===== config.mk =====
export PLATFORM = sky130hd
export DESIGN_NAME = adcsr_top
export DESIGN_NICKNAME = d
export VERILOG_FILES = /design/src/shared/adcsr_pkg.sv /design/src/shared/adcsr_if.sv /design/src/rtl/adcsr_conv.sv /design/src/rtl/adcsr_top.sv
export VERILOG_INCLUDE_DIRS = /design/src /design/src/shared
export SDC_FILE = /design/constraint.sdc
export NUM_CORES = 1
export LEC_CHECK = 0
export BUFFER_PORTS_ARGS = -buffer_cell sky130_fd_sc_hd__buf_2
export CAP_MARGIN = 15
export CORE_UTILIZATION = 35
export DETAILED_ROUTE_END_ITERATION = 8
export HOLD_SLACK_MARGIN = 0.06
export PLACE_DENSITY = 0.56
export SETUP_SLACK_MARGIN = 0.15
export SLEW_MARGIN = 20
export SYNTH_ARGS = -nofsm -noshare
export SYNTH_HDL_FRONTEND = slang
export SYNTH_SLANG_ARGS = --single-unit
export TNS_END_PERCENT = 5

===== constraint.sdc =====
create_clock -name ref_clk -period 10.3 [get_ports ref_clk]
set_input_delay 2.06 -clock ref_clk [delete_from_list [all_inputs] [get_ports ref_clk]]
set_output_delay 2.06 -clock ref_clk [all_outputs]
set_load 0.01 [all_outputs]

===== src/shared/adcsr_cfg.svh =====
`ifndef ADCSR_CFG_SVH
`define ADCSR_CFG_SVH

// ----------------------------------------
// Sizes
// ----------------------------------------
`define ADCSR_WORD_BITS 16
`define ADCSR_NUM_CH    8
`define ADCSR_ACC_BITS  22

// ----------------------------------------
// Timing
// ----------------------------------------
`define ADCSR_CLK_MHZ     50
`define ADCSR_T_SAMPLE_NS 2000
`define ADCSR_CONV_CYC    ((`ADCSR_T_SAMPLE_NS * `ADCSR_CLK_MHZ) / 1000)

// ----------------------------------------
// Pin vector positions and reset
// ----------------------------------------
`define ADCSR_P_CS   0
`define ADCSR_P_SCLK 1
`define ADCSR_P_STA  2
`define ADCSR_P_STB  3
`define ADCSR_P_IFS  4
`define ADCSR_P_BYS  5
`define ADCSR_P_OS   6
`define ADCSR_PIN_RST 9'h003
`define ADCSR_OSR_MAX 3'h6

`endif


===== src/shared/adcsr_pkg.sv =====
`include "adcsr_cfg.svh"

package adcsr_pkg;

  typedef logic [`ADCSR_NUM_CH-1:0][`ADCSR_WORD_BITS-1:0] adcsr_res_t;
  typedef logic [`ADCSR_NUM_CH-1:0][`ADCSR_ACC_BITS-1:0]  adcsr_acc_t;

  typedef struct packed {
    logic       busy;
    logic       load;
    logic       sta_d;
    logic       stb_d;
    logic       arm_a;
    logic       arm_b;
    logic [2:0] oversample_ratio;
    logic [7:0] step;
    logic [6:0] samp;
    adcsr_acc_t acc;
    adcsr_res_t res;
  } adcsr_conv_st_t;

  typedef struct packed {
    logic [8:0] s1;
    logic [8:0] s2;
    logic [8:0] s3;
    logic [8:0] stab;
    logic [6:0] bit_cnt;
    logic       dout_a;
    logic       oe_a;
    logic       dout_b;
    logic       oe_b;
    logic       mark;
    logic       mark_oe;
    logic       busy;
  } adcsr_top_st_t;

endpackage : adcsr_pkg


===== src/shared/adcsr_if.sv =====
`timescale 1ns/1ps

interface adcsr_if;
  import adcsr_pkg::*;
  logic             start_a;
  logic             start_b;
  logic [2:0]       os_sel;
  logic             busy;
  logic             load;
  adcsr_res_t       res;
  modport conv (input start_a, input start_b, input os_sel, output busy, output load, output res);
  modport ser  (output start_a, output start_b, output os_sel, input busy, input load, input res);
endinterface : adcsr_if


===== src/rtl/adcsr_conv.sv =====
`timescale 1ns/1ps
`include "adcsr_cfg.svh"

module adcsr_conv
  import adcsr_pkg::*;
(
  input  wire logic       ref_clk,
  input  wire logic       rstn,
  input  wire adcsr_res_t adc_core_data,
  adcsr_if.conv           bus
);

  adcsr_conv_st_t st_r;
  adcsr_conv_st_t st_nxt;
  adcsr_acc_t     sum;
  adcsr_res_t     avg;
  logic [2:0]     osr_eff;

  // ----------------------------------------
  // Averaging filter
  // ----------------------------------------
  assign osr_eff = (st_r.oversample_ratio > `ADCSR_OSR_MAX) ? 3'h0 : st_r.oversample_ratio;

  for (genvar c = 0; c < `ADCSR_NUM_CH; c++) begin : g_ch
    assign sum[c] = st_r.acc[c] + {6'h00, adc_core_data[c]};
    assign avg[c] = 16'(sum[c] >> osr_eff);
  end

  // ----------------------------------------
  // Conversion sequencing
  // ----------------------------------------
  always_comb begin
    st_nxt       = st_r;
    st_nxt.load  = 1'b0;
    st_nxt.sta_d = bus.start_a;
    st_nxt.stb_d = bus.start_b;
    if (!st_r.busy) begin
      if (bus.start_a && !st_r.sta_d) st_nxt.arm_a = 1'b1;
      if (bus.start_b && !st_r.stb_d) st_nxt.arm_b = 1'b1;
      if (st_nxt.arm_a && st_nxt.arm_b) begin
        st_nxt.busy  = 1'b1;
        st_nxt.arm_a = 1'b0;
        st_nxt.arm_b = 1'b0;
        st_nxt.step  = 8'h00;
        st_nxt.samp  = 7'h00;
        st_nxt.acc   = '0;
      end
    end else if (st_r.step == 8'(`ADCSR_CONV_CYC - 1)) begin
      st_nxt.step = 8'h00;
      st_nxt.acc  = sum;
      if (st_r.samp == (7'h01 << osr_eff) - 7'h01) begin
        st_nxt.busy = 1'b0;
        st_nxt.load = 1'b1;
        st_nxt.res  = avg;
        st_nxt.oversample_ratio  = bus.os_sel;
      end else begin
        st_nxt.samp = st_r.samp + 7'h01;
      end
    end else begin
      st_nxt.step = st_r.step + 8'h01;
    end
  end

  always_ff @(posedge ref_clk or negedge rstn) begin
    if (!rstn) begin
      st_r <= '0;
    end else begin
      st_r <= st_nxt;
    end
  end

  assign bus.busy = st_r.busy;
  assign bus.load = st_r.load;
  assign bus.res  = st_r.res;

  // ----------------------------------------
  // Checks
  // ----------------------------------------
  logic [13:0] bcnt;
  always_ff @(posedge ref_clk or negedge rstn) begin
    if (!rstn) begin
      bcnt <= 14'h0000;
    end else begin
      bcnt <= st_r.busy ? bcnt + 14'h0001 : 14'h0000;
    end
  end
endmodule : adcsr_conv


===== src/rtl/adcsr_top.sv =====
`timescale 1ns/1ps
`include "adcsr_cfg.svh"

// Operation
// - Sixteen clocks move one channel word
// - Channels follow in ascending order
// - First line: channels one-four then five-eight
// - Second line: five-eight then one-four
// - Marker high impedance while select high
// - Marker high for first sixteen clocks
// - Marker also flags channel five, second line
// - Both lines: 64 clocks suffice
// - Read while busy returns previous results
// - Reads never disturb conversion
// - Results loaded at busy fall
// - Ratio pins latched at busy fall
// - Busy time grows with ratio codes up to six
// - Ratio codes one to six average samples
// - Read after busy gives new results
// - Busy rises after both start edges
module adcsr_top
  import adcsr_pkg::*;
(
  input  wire logic       ref_clk,
  input  wire logic       rstn,
  input  wire logic       cs_n_pin,
  input  wire logic       sclk_pin,
  input  wire logic       interface_select_pin,
  input  wire logic       byte_select_pin,
  input  wire logic [2:0] oversample_ratio_pins,
  input  wire logic       start_group_one,
  input  wire logic       start_group_two,
  input  wire adcsr_res_t adc_core_data,
  output logic            serial_out_first,
  output logic            serial_out_first_oe,
  output logic            serial_out_second,
  output logic            serial_out_second_oe,
  output logic            first_channel_marker,
  output logic            first_channel_marker_oe,
  output logic            busy
);

  adcsr_top_st_t st_r;
  adcsr_top_st_t st_nxt;
  adcsr_if       bus ();
  logic [8:0]    pins;
  logic [8:0]    agree;
  logic          ser_mode;
  logic          cs_act;
  logic          sclk_fall;
  logic [2:0]    word_a;
  logic [2:0]    word_b;
  logic [3:0]    bit_sel;

  // ----------------------------------------
  // Conversion core
  // ----------------------------------------
  adcsr_conv u_conv (
    .ref_clk       (ref_clk),
    .rstn          (rstn),
    .adc_core_data (adc_core_data),
    .bus           (bus)
  );

  assign bus.start_a = st_r.stab[`ADCSR_P_STA];
  assign bus.start_b = st_r.stab[`ADCSR_P_STB];
  assign bus.os_sel  = st_r.stab[`ADCSR_P_OS +: 3];

  // ----------------------------------------
  // Pin synchronisers
  // ----------------------------------------
  assign pins = {oversample_ratio_pins, byte_select_pin, interface_select_pin,
                 start_group_two, start_group_one, sclk_pin, cs_n_pin};
  assign agree = ~(st_r.s2 ^ st_r.s3);

  // ----------------------------------------
  // Serial readout
  // ----------------------------------------
  always_comb begin
    st_nxt      = st_r;
    st_nxt.s1   = pins;
    st_nxt.s2   = st_r.s1;
    st_nxt.s3   = st_r.s2;
    st_nxt.stab = (st_r.s3 & agree) | (st_r.stab & ~agree);
    ser_mode  = st_nxt.stab[`ADCSR_P_IFS] && !st_nxt.stab[`ADCSR_P_BYS];
    cs_act    = ser_mode && !st_nxt.stab[`ADCSR_P_CS];
    sclk_fall = st_r.stab[`ADCSR_P_SCLK] && !st_nxt.stab[`ADCSR_P_SCLK];
    if (bus.load) begin
      st_nxt.bit_cnt = 7'h00;
    end else if (cs_act && sclk_fall) begin
      st_nxt.bit_cnt = st_r.bit_cnt + 7'h01;
    end
    word_a  = st_nxt.bit_cnt[6:4];
    word_b  = 3'(word_a + 3'h4);
    bit_sel = ~st_nxt.bit_cnt[3:0];
    st_nxt.dout_a  = bus.res[word_a][bit_sel];
    st_nxt.dout_b  = bus.res[word_b][bit_sel];
    st_nxt.oe_a    = cs_act;
    st_nxt.oe_b    = cs_act;
    st_nxt.mark    = cs_act && (word_a == 3'h0);
    st_nxt.mark_oe = cs_act;
    st_nxt.busy    = bus.busy;
  end

  always_ff @(posedge ref_clk or negedge rstn) begin
    if (!rstn) begin
      st_r         <= '0;
      st_r.s1      <= `ADCSR_PIN_RST;
      st_r.s2      <= `ADCSR_PIN_RST;
      st_r.s3      <= `ADCSR_PIN_RST;
      st_r.stab    <= `ADCSR_PIN_RST;
    end else begin
      st_r <= st_nxt;
    end
  end

  assign serial_out_first        = st_r.dout_a;
  assign serial_out_first_oe     = st_r.oe_a;
  assign serial_out_second       = st_r.dout_b;
  assign serial_out_second_oe    = st_r.oe_b;
  assign first_channel_marker    = st_r.mark;
  assign first_channel_marker_oe = st_r.mark_oe;
  assign busy                    = st_r.busy;
endmodule : adcsr_top


; ---- Yosys cells after proc, flatten, opt, wreduce, memory -nomap -nowiden
; Index checks and enable logic that the tools add are counted.
[word_totals]
ff_bits = 376
input_bits = 139
output_inout_bits = 7
word_cells = 117
[classes]
add_sub_neg = 13
magnitude_cmp = 4
eq_ne = 4
shifts = 9
muxes = 27
n_bitwise = 7
reduce_logical = 18
[ops]
columns = operator, count
row1 = 2-to-1 mux 191 bit, 2
row2 = 2-to-1 mux 311 bit, 1
row3 = adder 22 x 16 -> 22 bit, 8
row4 = >> shifter 22 x 3 -> 16 bit, 8
row5 = 2-to-1 mux 128 bit, 1
row6 = binary-select mux 16 bit (select 3 bit), 2
row7 = 2-to-1 mux 16 bit, 2
row8 = 2-to-1 mux 7 bit, 3
row9 = AND 9 bit, 2
row10 = inverter 9 bit, 2
row11 = adder 7 x 1 -> 7 bit (second input constant), 2
row12 = 2-to-1 mux 1 bit, 9
row13 = bitwise OR 9 bit, 1
row14 = bitwise XOR 9 bit, 1
row15 = adder 8 x 1 -> 8 bit (second input constant), 1
row16 = binary-select mux 1 bit (select 4 bit), 2
row17 = equality test 8 x 7 -> 1 bit (second input constant), 1
row18 = logical AND 1 bit, 8
row19 = < comparator 3 x 4 -> 1 bit (second input constant), 2
row20 = 2-to-1 mux 8 bit, 1
row21 = equality test 7 bit, 1
row22 = left shift 1 x 3 -> 7 bit (first input constant), 1
row23 = subtractor 7 x 1 -> 7 bit (second input constant), 1
row24 = 2-to-1 mux 2 bit, 3
row25 = other kinds (11), 17

; ---- Depth between registers and ports, before layout
; Gate-level depths: netlist (run 1).
[logic_depth]
ltp_word = 16
ltp_mapped = 19
mapped_depth_nobuf = 16

; ---- Modules after synthesis
; From an unflattened synthesis (run 1), not the netlist that was laid out.
[hier_totals]
cells_unflattened = 3492
hier_area_um2 = 29469.5
[modules_own_cells]
columns = mod, n_inst, cells_per_inst, area_each_um2, seq_area_each_um2
row1 = adcsr_conv, 1, 3102, 25728.4, 8207.9
row2 = adcsr_top, 1, 390, 3741.1, 1211.2

; ---- Least setup slack after synthesis (run 1)
; No wires, ideal clock.
[synth_path]
path_kind = input port to flip-flop
start = input adc_core_data[16] (netlist bit)
end = register u_conv.st_r (netlist bit u_conv.bus.res[24])
setup_time_ns = 0.126
arrival_time_ns = 4.773
t_required_ns = 10.174
setup_slack_ns = 5.401
stages = 11
n_path_buf = 0
path_cell_list = ha_1 fa_1 a211oi_1 o211ai_1 a41oi_1 o21bai_1 a2111o_1 o311ai_0 mux2_2 mux2i_1 a221o_1
[synth_via]
elab_chain_len = 2
[synth_rtl]
columns = element, line_no
row1 = from (decl), adcsr_top.sv:33  ; input wire adcsr_res_t adc_core_data,
row2 = adder 22 x 16 -> 22 bit, adcsr_conv.sv:25  ; assign sum[c] = st_r.acc[c] + {6'h00, adc_core_data[c]};
row3 = >> shifter 22 x 3 -> 16 bit, adcsr_conv.sv:26  ; assign avg[c] = 16'(sum[c] >> osr_eff);
row4 = to (signal assigned), adcsr_conv.sv:68  ; st_r <= st_nxt;
row5 = to (decl), adcsr_conv.sv:13  ; adcsr_conv_st_t st_r;
; Every way passes these cells.
; A chain may end at the register's enable or synchronous reset.

; ---- Final worst setup path (run 1)
[layout_path]
start = register u_conv.st_r[320] (netlist bit)
end = register u_conv.st_r (netlist bit u_conv.bus.res[77])
[layout_via]
elab_chain_len = 6
elab_cells_between_ends = 7
cone_classes = add/sub (1) / order compare (1) / eq/ne (1) / shift (2) / mux (1) / reduce/logical (1)
[layout_rtl]
columns = element, line_no
row1 = > comparator 3 bit (no source line), n/a
row2 = 2-to-1 mux 3 bit (*), adcsr_conv.sv:22  ; assign osr_eff = (st_r.oversample_ratio > `ADCSR_OSR_MAX) ? 3'h0 : st_r.oversample_ratio;
row3 = left shift 1 x 3 -> 7 bit, adcsr_conv.sv:51  ; if (st_r.samp == (7'h01 << osr_eff) - 7'h01) begin
row4 = subtractor 7 x 1 -> 7 bit, adcsr_conv.sv:51
row5 = equality test 7 bit, adcsr_conv.sv:51
row6 = AND reduction 3 bit (no source line), n/a
; Mark *: on every way between the ends. The rest lies on a longest branch, timed or not.

==> flow_summary_export.csv, run 1 <==
group,metric,value,unit
logic_synthesis,synth_largest_area_cell,"dfrtp_1",
power_and_ir_drop,power_density,152,mW/mm^2
sta,slew_violations,0,
die,ios,146,
layout,final_common_cell,"nand2_1",
placed_design,place_congestion,0.962,
die,fp-row-count,104,
placed_design,pre_cts_ws,3.99,ns
routing,drt-total-wl,97100,um
logic_synthesis,ys_async_sr_fraction,1.00,
global_route,grt_pass1_wl,152000,um
global_route,grt_antenna_before_repair,2,
logic_synthesis,syn-cell-area,0.0288,sq mm
die,dieArea,0.0833,sq mm
cts,post_cts_buffers,0,
cts,cts_resized,0,
run_status,status,"finished, final reports clean",
sta,fin_crit,6.41,ns
sta,worst_slew_pin_slew,1.14,ns
global_route,grt_usage,0.229,
sta,timing.setup.tns,0,ns
sta,fin_skew,0.0282,ns
layout,final_cell_mix,"505 x nand2_1, 370 x o21ai_0, 368 x dfrtp_1",
die,start_util,0.355,
layout,layout-drive-gt1-share,0.104,
global_route,grt_max_degree,82,
routing,drc,0,
cts,h-tree-depth,2,
routing,via_per_inst,5.82,
worst_setup_path,arrival,6.95,ns
worst_setup_path,cp-start-kind,"register",
worst_setup_path,end_kind,"register",
cts,cts_tree,"built",
die,die_h,289,um
cts,insertion_delay,0.60,ns
min_path,hold_start,"st_nxt[34]",
sta,fin_ws,3.89,ns
sta,period_share,0.622,
sta,slew_headroom,0.241,
cts,root_buffer,"clkbuf_16",
logic_synthesis,yosysSeqAreaShare,0.328,
cts,cts_hold_buf,0,
worst_setup_path,reg2reg_from,"u_conv.st_r[320]",
min_path,hold_path.class,"register to register",
layout,synthToLayoutAreaGrowth,10.7,%
logic_synthesis,synth_area_leaders,"dfrtp_1 32%, nand2_1 6.6%, o21ai_0 6.5%, ha_1 5.8%, a21oi_1 4.8%",
die,core_region_area,0.0809,sq mm
global_route,gr-total-overflow,0,
logic_synthesis,synthSimpleGateAreaFrac,0.171,
global_route,grt_pass1_vias,25467,
routing,ant_nets,0,
cts,clockBufferDepth,3,
worst_setup_path,worst-path-max-fanout,44,
sta,fmax,156,MHz
cts,clkTransAtPathRegs,0.06,ns
power_and_ir_drop,p_leak,14.2,nW
worst_setup_path,reg2reg_depth,16,
placed_design,hpwl,67500,um
logic_synthesis,synth_compound_area_frac,0.276,
sta,hold_viol,0,
run,max_cap_viol_count,0,
worst_setup_path,required,10.84,ns
cts,cts_sinks,376,
worst_setup_path,crit_start,"u_conv.st_r[320]",
placed_design,portBuffers,145,
logic_synthesis,ys_ff_latch,376,
sta,rsz0062_at_grt,"false",
logic_synthesis,synth_top_family_by_area,"compound AO/OA/AOI/OAI gates",
logic_synthesis,syn-num-nets,3790,
routing,first_iter_violations,2314,
logic_synthesis,yosysUniqueCellTypes,89,
logic_synthesis,syn_avg_cell_area,8.19,sq um
die,chipWidth,289,um
logic_synthesis,synth-xor-area-share,0.0475,
placed_design,dp_cells,4516,
routing,wl_per_cell,21.1,um
logic_synthesis,syn_inst,3510,
logic_synthesis,synth_top_area_frac,0.320,
layout,nets,3785,
layout,finalNonFillerCells,4601,
sta,final-setup-viol-count,0,
min_path,whs_path_depth,0,
routing,drt-pass1-iter-count,8,
logic_synthesis,synthFlopType,"dfrtp_1",
logic_synthesis,muxShareOfSynthArea,0.0691,
power_and_ir_drop,irDropWorstVdd,0.132,mV
logic_synthesis,synth_edf_count,0,
worst_setup_path,crit_type,"register to register",
logic_synthesis,synth_fa_ha_area_frac,0.0667,
routing,vias,26796,
power_and_ir_drop,power,0.00485,W
cts,cts-buffers-inserted,47,
layout,final_util,0.393,
logic_synthesis,synth_warnings,0,
[registers in the layout (all words and copies together), names as in the netlist, named ones only]
name                     flops
first_channel_marker         1
busy                         1
u_conv.bus.load              1
u_conv.bus.busy              1
u_conv.bus.res             128
serial_out_second            1
serial_out_first             1
first_channel_marker_oe      1
st_r                        20
u_conv.st_r                198
st_nxt                      18
[per-layer routing]
metal	vias to the layer above	global-route usage	wire length, um
li1	12879	-	-
met5	-	0	8
met3	144	0.0276	5070
met4	2	0.0586	2350
met2	745	0.375	44900
met1	13026	0.320	44900
[final timing paths]
check	endpoint	slack [ns]
worst min register to register	st_nxt[25]	0.35
worst min-delay path	st_nxt[25]	0.35
worst max register to register	u_conv.bus.res[77]	3.89
worst max-delay path	u_conv.bus.res[77]	3.89
min in group asynchronous	u_conv.st_r[128]	1.38
max in group asynchronous	st_r[26]	6.83
[stage by stage]
| stage | cell area (sq um) | hold slack [ns] |
|---|---|---|
| floorplan | 28800 | 0.331 |
| global placement | 30300 | 0.334 |
| detailed placement | 30300 | 0.337 |
| CTS | 31800 | 0.350 |
| global route | 31800 | 0.358 |
| finish | 31800 | 0.348 |
[worst max-delay path: stages, from the launching register on]
cell,delay (ns)
dfrtp_1,0.89
ha_1,0.53
a21bo_4,0.61
nand3_1,0.18
ha_1,0.28
nand2b_1,0.10
xnor2_1,0.14
xnor2_1,0.08
nor4_1,0.60
a21boi_1,0.37
nand2_2,0.50
buf_4,0.47
inv_2,0.63
nand2_1,0.33
a221o_1,0.33
a21oi_1,0.12
a211o_1,0.11
[logic make-up after synthesis]
family                     after synthesis
adders and majority gates              150
and+or+nand+nor                       1127
buffers and inverters                  306
muxes                                  159
AOI/OAI and AO/OA                     1236
DFF                                    376
xor gates and xnor gates               156
[area by class of cell]
type	count	area [sq um]
antenna	1	2.50
fill	8285	49100
timing repair buffer	186	1040
sequential	376	9420
clock buffer	63	1360
inverter	66	248
multi-input combinational	2828	18200
tap	1060	1330
clock inverter	21	201
[where the power goes]
part,internal (W),switching (W),total (W),leakage (nW)
combinational,0.000544,0.000925,0.00147,8.80
sequential,0.00159,0.0000792,0.00167,4.64
clock,0.000999,0.000714,0.00171,0.767
[synth_stat cells, types with 10 or more instances]
cell	n
nand2_1	508
o21ai_0	371
dfrtp_1	368
nor2_1	332
a21oi_1	274
clkbuf_1	187
ha_1	133
mux2i_1	112
xnor2_1	89
a211oi_1	67
xor2_1	67
nand3_1	64
inv_1	63
o211ai_1	63
a21o_1	61
a22o_1	56
a22oi_1	47
a31oi_1	42
buf_1	39
nor3_1	36
mux4_2	29
and3_1	26
nand4_1	25
o21bai_1	24
and2_1	23
o31ai_1	23
o21a_1	18
mux2_2	17
nor2b_1	16
nand2b_1	15
nor4_1	15
o311ai_0	14
a221oi_1	13
o221ai_1	13
o22ai_1	13
or2_2	13
or3_1	13
a221o_1	11
and4_1	10
Note: power is estimated with default switching activity, not from simulation.
==> run 2, diff against run 1 <==
PLACE_DENSITY = 0.58   (was 0.56)
clock period = 5.2 ns   (was 10.3 ns; I/O delays follow)
==> run 2 against run 1 <==
Against the previous run: count of clock-buffer cells in the layout fell by 1; global-route usage fell by 0.29 points; total power rose by 100%.
==> flow_summary_export.csv, run 2 (synthesized netlist as in run 1, its figures left out) <==
group,metric,value,unit
run_status,status,"finished, final reports clean",
global_route,grt_pass1_wl,150000,um
worst_setup_path,critPathBufInv,2,
sta,timing.setup.tns,0,ns
global_route,gr-total-overflow,0,
die,dieArea,0.0833,sq mm
worst_setup_path,r2r_end,"u_conv.bus.res[56]",
worst_setup_path,reg2reg_from,"u_conv.st_r[321]",
cts,cts-buffers-inserted,48,
layout,synthToLayoutAreaGrowth,11.7,%
power_and_ir_drop,irDropWorstVdd,0.268,mV
cts,root_buffer,"clkbuf_16",
sta,slew_violations,0,
sta,fin_skew,0.0157,ns
layout,final_common_cell,"nand2_1",
layout,multiInputGateArea,0.0182,sq mm
min_path,holdPathEnd,"st_nxt[25]",
cts,post_cts_buffers,0,
placed_design,portBuffers,145,
routing,drt-total-wl,95200,um
min_path,hold_path.class,"register to register",
routing,drc,0,
worst_setup_path,end_kind,"register",
worst_setup_path,cp-start-kind,"register",
global_route,grt_max_degree,180,
routing,via_per_inst,5.80,
placed_design,place_congestion,0.950,
routing,drt-pass1-iter-count,7,
min_path,whs_path_depth,0,
global_route,grt_pass1_vias,25441,
cts,cts_sinks,376,
layout,top_register,"u_conv.st_r",
worst_setup_path,cpPeakStageDelay,0.58,ns
cts,clockBufferDepth,3,
die,chipWidth,289,um
die,core_region_area,0.0809,sq mm
die,start_util,0.355,
sta,fmax,221,MHz
routing,ant_nets,0,
worst_setup_path,slowest_stage,"dfrtp_1",
min_path,hold_start,"st_nxt[34]",
worst_setup_path,rrSetupSlack,0.68,ns
die,die_h,289,um
power_and_ir_drop,power_density,307,mW/mm^2
sta,final-setup-viol-count,0,
worst_setup_path,arrival,5.05,ns
global_route,grt_usage,0.226,
die,ios,146,
power_and_ir_drop,p_leak,14.3,nW
layout,largest_register_ffs,198,
sta,slew_headroom,0.217,
layout,nets,3791,
placed_design,dp_cells,4521,
routing,vias,26744,
sta,period_share,0.868,
worst_setup_path,required,5.73,ns
worst_setup_path,crit_type,"register to register",
run,max_cap_viol_count,0,
routing,first_iter_violations,2128,
worst_setup_path,reg2reg_depth,14,
layout,layout-drive-gt1-share,0.105,
routing,wl_per_cell,20.6,um
die,fp-row-count,104,
cts,cts_tree,"built",
cts,cts_hold_buf,0,
global_route,grt_antenna_before_repair,3,
worst_setup_path,cp_cell_sequence,"ha_1, inv_1, o21ai_4, nand3_1, ha_1, nand2b_1, xnor2_1, xnor2_1, nor4_1, and3_1, buf_4, nand2_1, nor2_1, a221o_1",
sta,fin_crit,4.52,ns
layout,regArea,0.00942,sq mm
cts,insertion_delay,0.60,ns
sta,rsz0062_at_grt,"false",
worst_setup_path,worst-path-max-fanout,35,
sta,worst_slew_pin_slew,1.17,ns
cts,cts_resized,0,
layout,final_cell_mix,"505 x nand2_1, 371 x o21ai_0, 368 x dfrtp_1",
cts,h-tree-depth,2,
worst_setup_path,crit_family,"simple AND/OR/NAND/NOR gates",
layout,finalNonFillerCells,4611,
cts,clkTransAtPathRegs,0.06,ns
layout,n_fill_cell,8283,
sta,hold_viol,0,
placed_design,hpwl,67100,um
run 2: worst max path at each step:
| stage | cells past startpoint | from | to | slack, ns |
|---|---|---|---|---|
| finish | 14 | u_conv.st_r[321] | u_conv.bus.res[56] | 0.68 |
| global route | 13 | u_conv.st_r[321] | u_conv.bus.res[126] | 0.24 |
| CTS | 13 | u_conv.st_r[321] | u_conv.bus.res[119] | 0.72 |
| detailed placement | 13 | adc_core_data[16] | u_conv.bus.res[30] | 0.65 |
| global placement | 13 | adc_core_data[16] | u_conv.bus.res[30] | 0.74 |
| floorplan | 18 | u_conv.st_r[320] | u_conv.bus.res[103] | 1.12 |
run 2: metrics by stage:
stage | hold slack, ns | util | total power [W] | setup WS (ns) | area, sq um
6_report | 0.347 | 0.397 | 0.00988 | 0.684 | 32100
5_1_grt | 0.353 | 0.397 | 0.0104 | 0.237 | 32100
4_1_cts | 0.350 | 0.397 | 0.00994 | 0.718 | 32100
3_5_place_dp | 0.336 | 0.376 | 0.00625 | 0.648 | 30400
3_3_place_gp | 0.334 | 0.376 | 0.00624 | 0.742 | 30400
2_1_floorplan | 0.331 | - | 0.00536 | 1.12 | 28800
run 2: worst register-to-register path, cell delays in order, from the launching register on:
cell and delay, ns:
dfrtp_1 0.58, ha_1 0.48, inv_1 0.23, o21ai_4 0.22
nand3_1 0.13, ha_1 0.24, nand2b_1 0.09, xnor2_1 0.13
xnor2_1 0.08, nor4_1 0.58, and3_1 0.35, buf_4 0.45
nand2_1 0.54, nor2_1 0.24, a221o_1 0.13
run 2: power by group:
| part | internal [W] | total, W | switching, W |
|---|---|---|---|
| logic | 0.00109 | 0.00292 | 0.00184 |
| clock network | 0.00224 | 0.00365 | 0.00141 |
| registers | 0.00314 | 0.00330 | 0.000161 |
run 2: final cells by class:
| cell class | instances | area share |
|---|---|---|
| clock buffers | 62 | 0.0412 |
| inverters | 66 | 0.00771 |
| well taps | 1060 | 0.0413 |
| clock inverters | 25 | 0.0113 |
| flip-flops and latches | 376 | 0.293 |
| multi-input cells | 2828 | 0.567 |
| repair buffers | 191 | 0.0375 |
| diodes | 3 | 0.000234 |
run 2: metal layers:
layer | vias up | wire [um] | GRT usage
li1 | 12907 | - | -
met5 | - | 0 | 0
met2 | 753 | 43800 | 0.365
met3 | 145 | 5570 | 0.0376
met4 | 0 | 2540 | 0.0678
met1 | 12939 | 43300 | 0.310
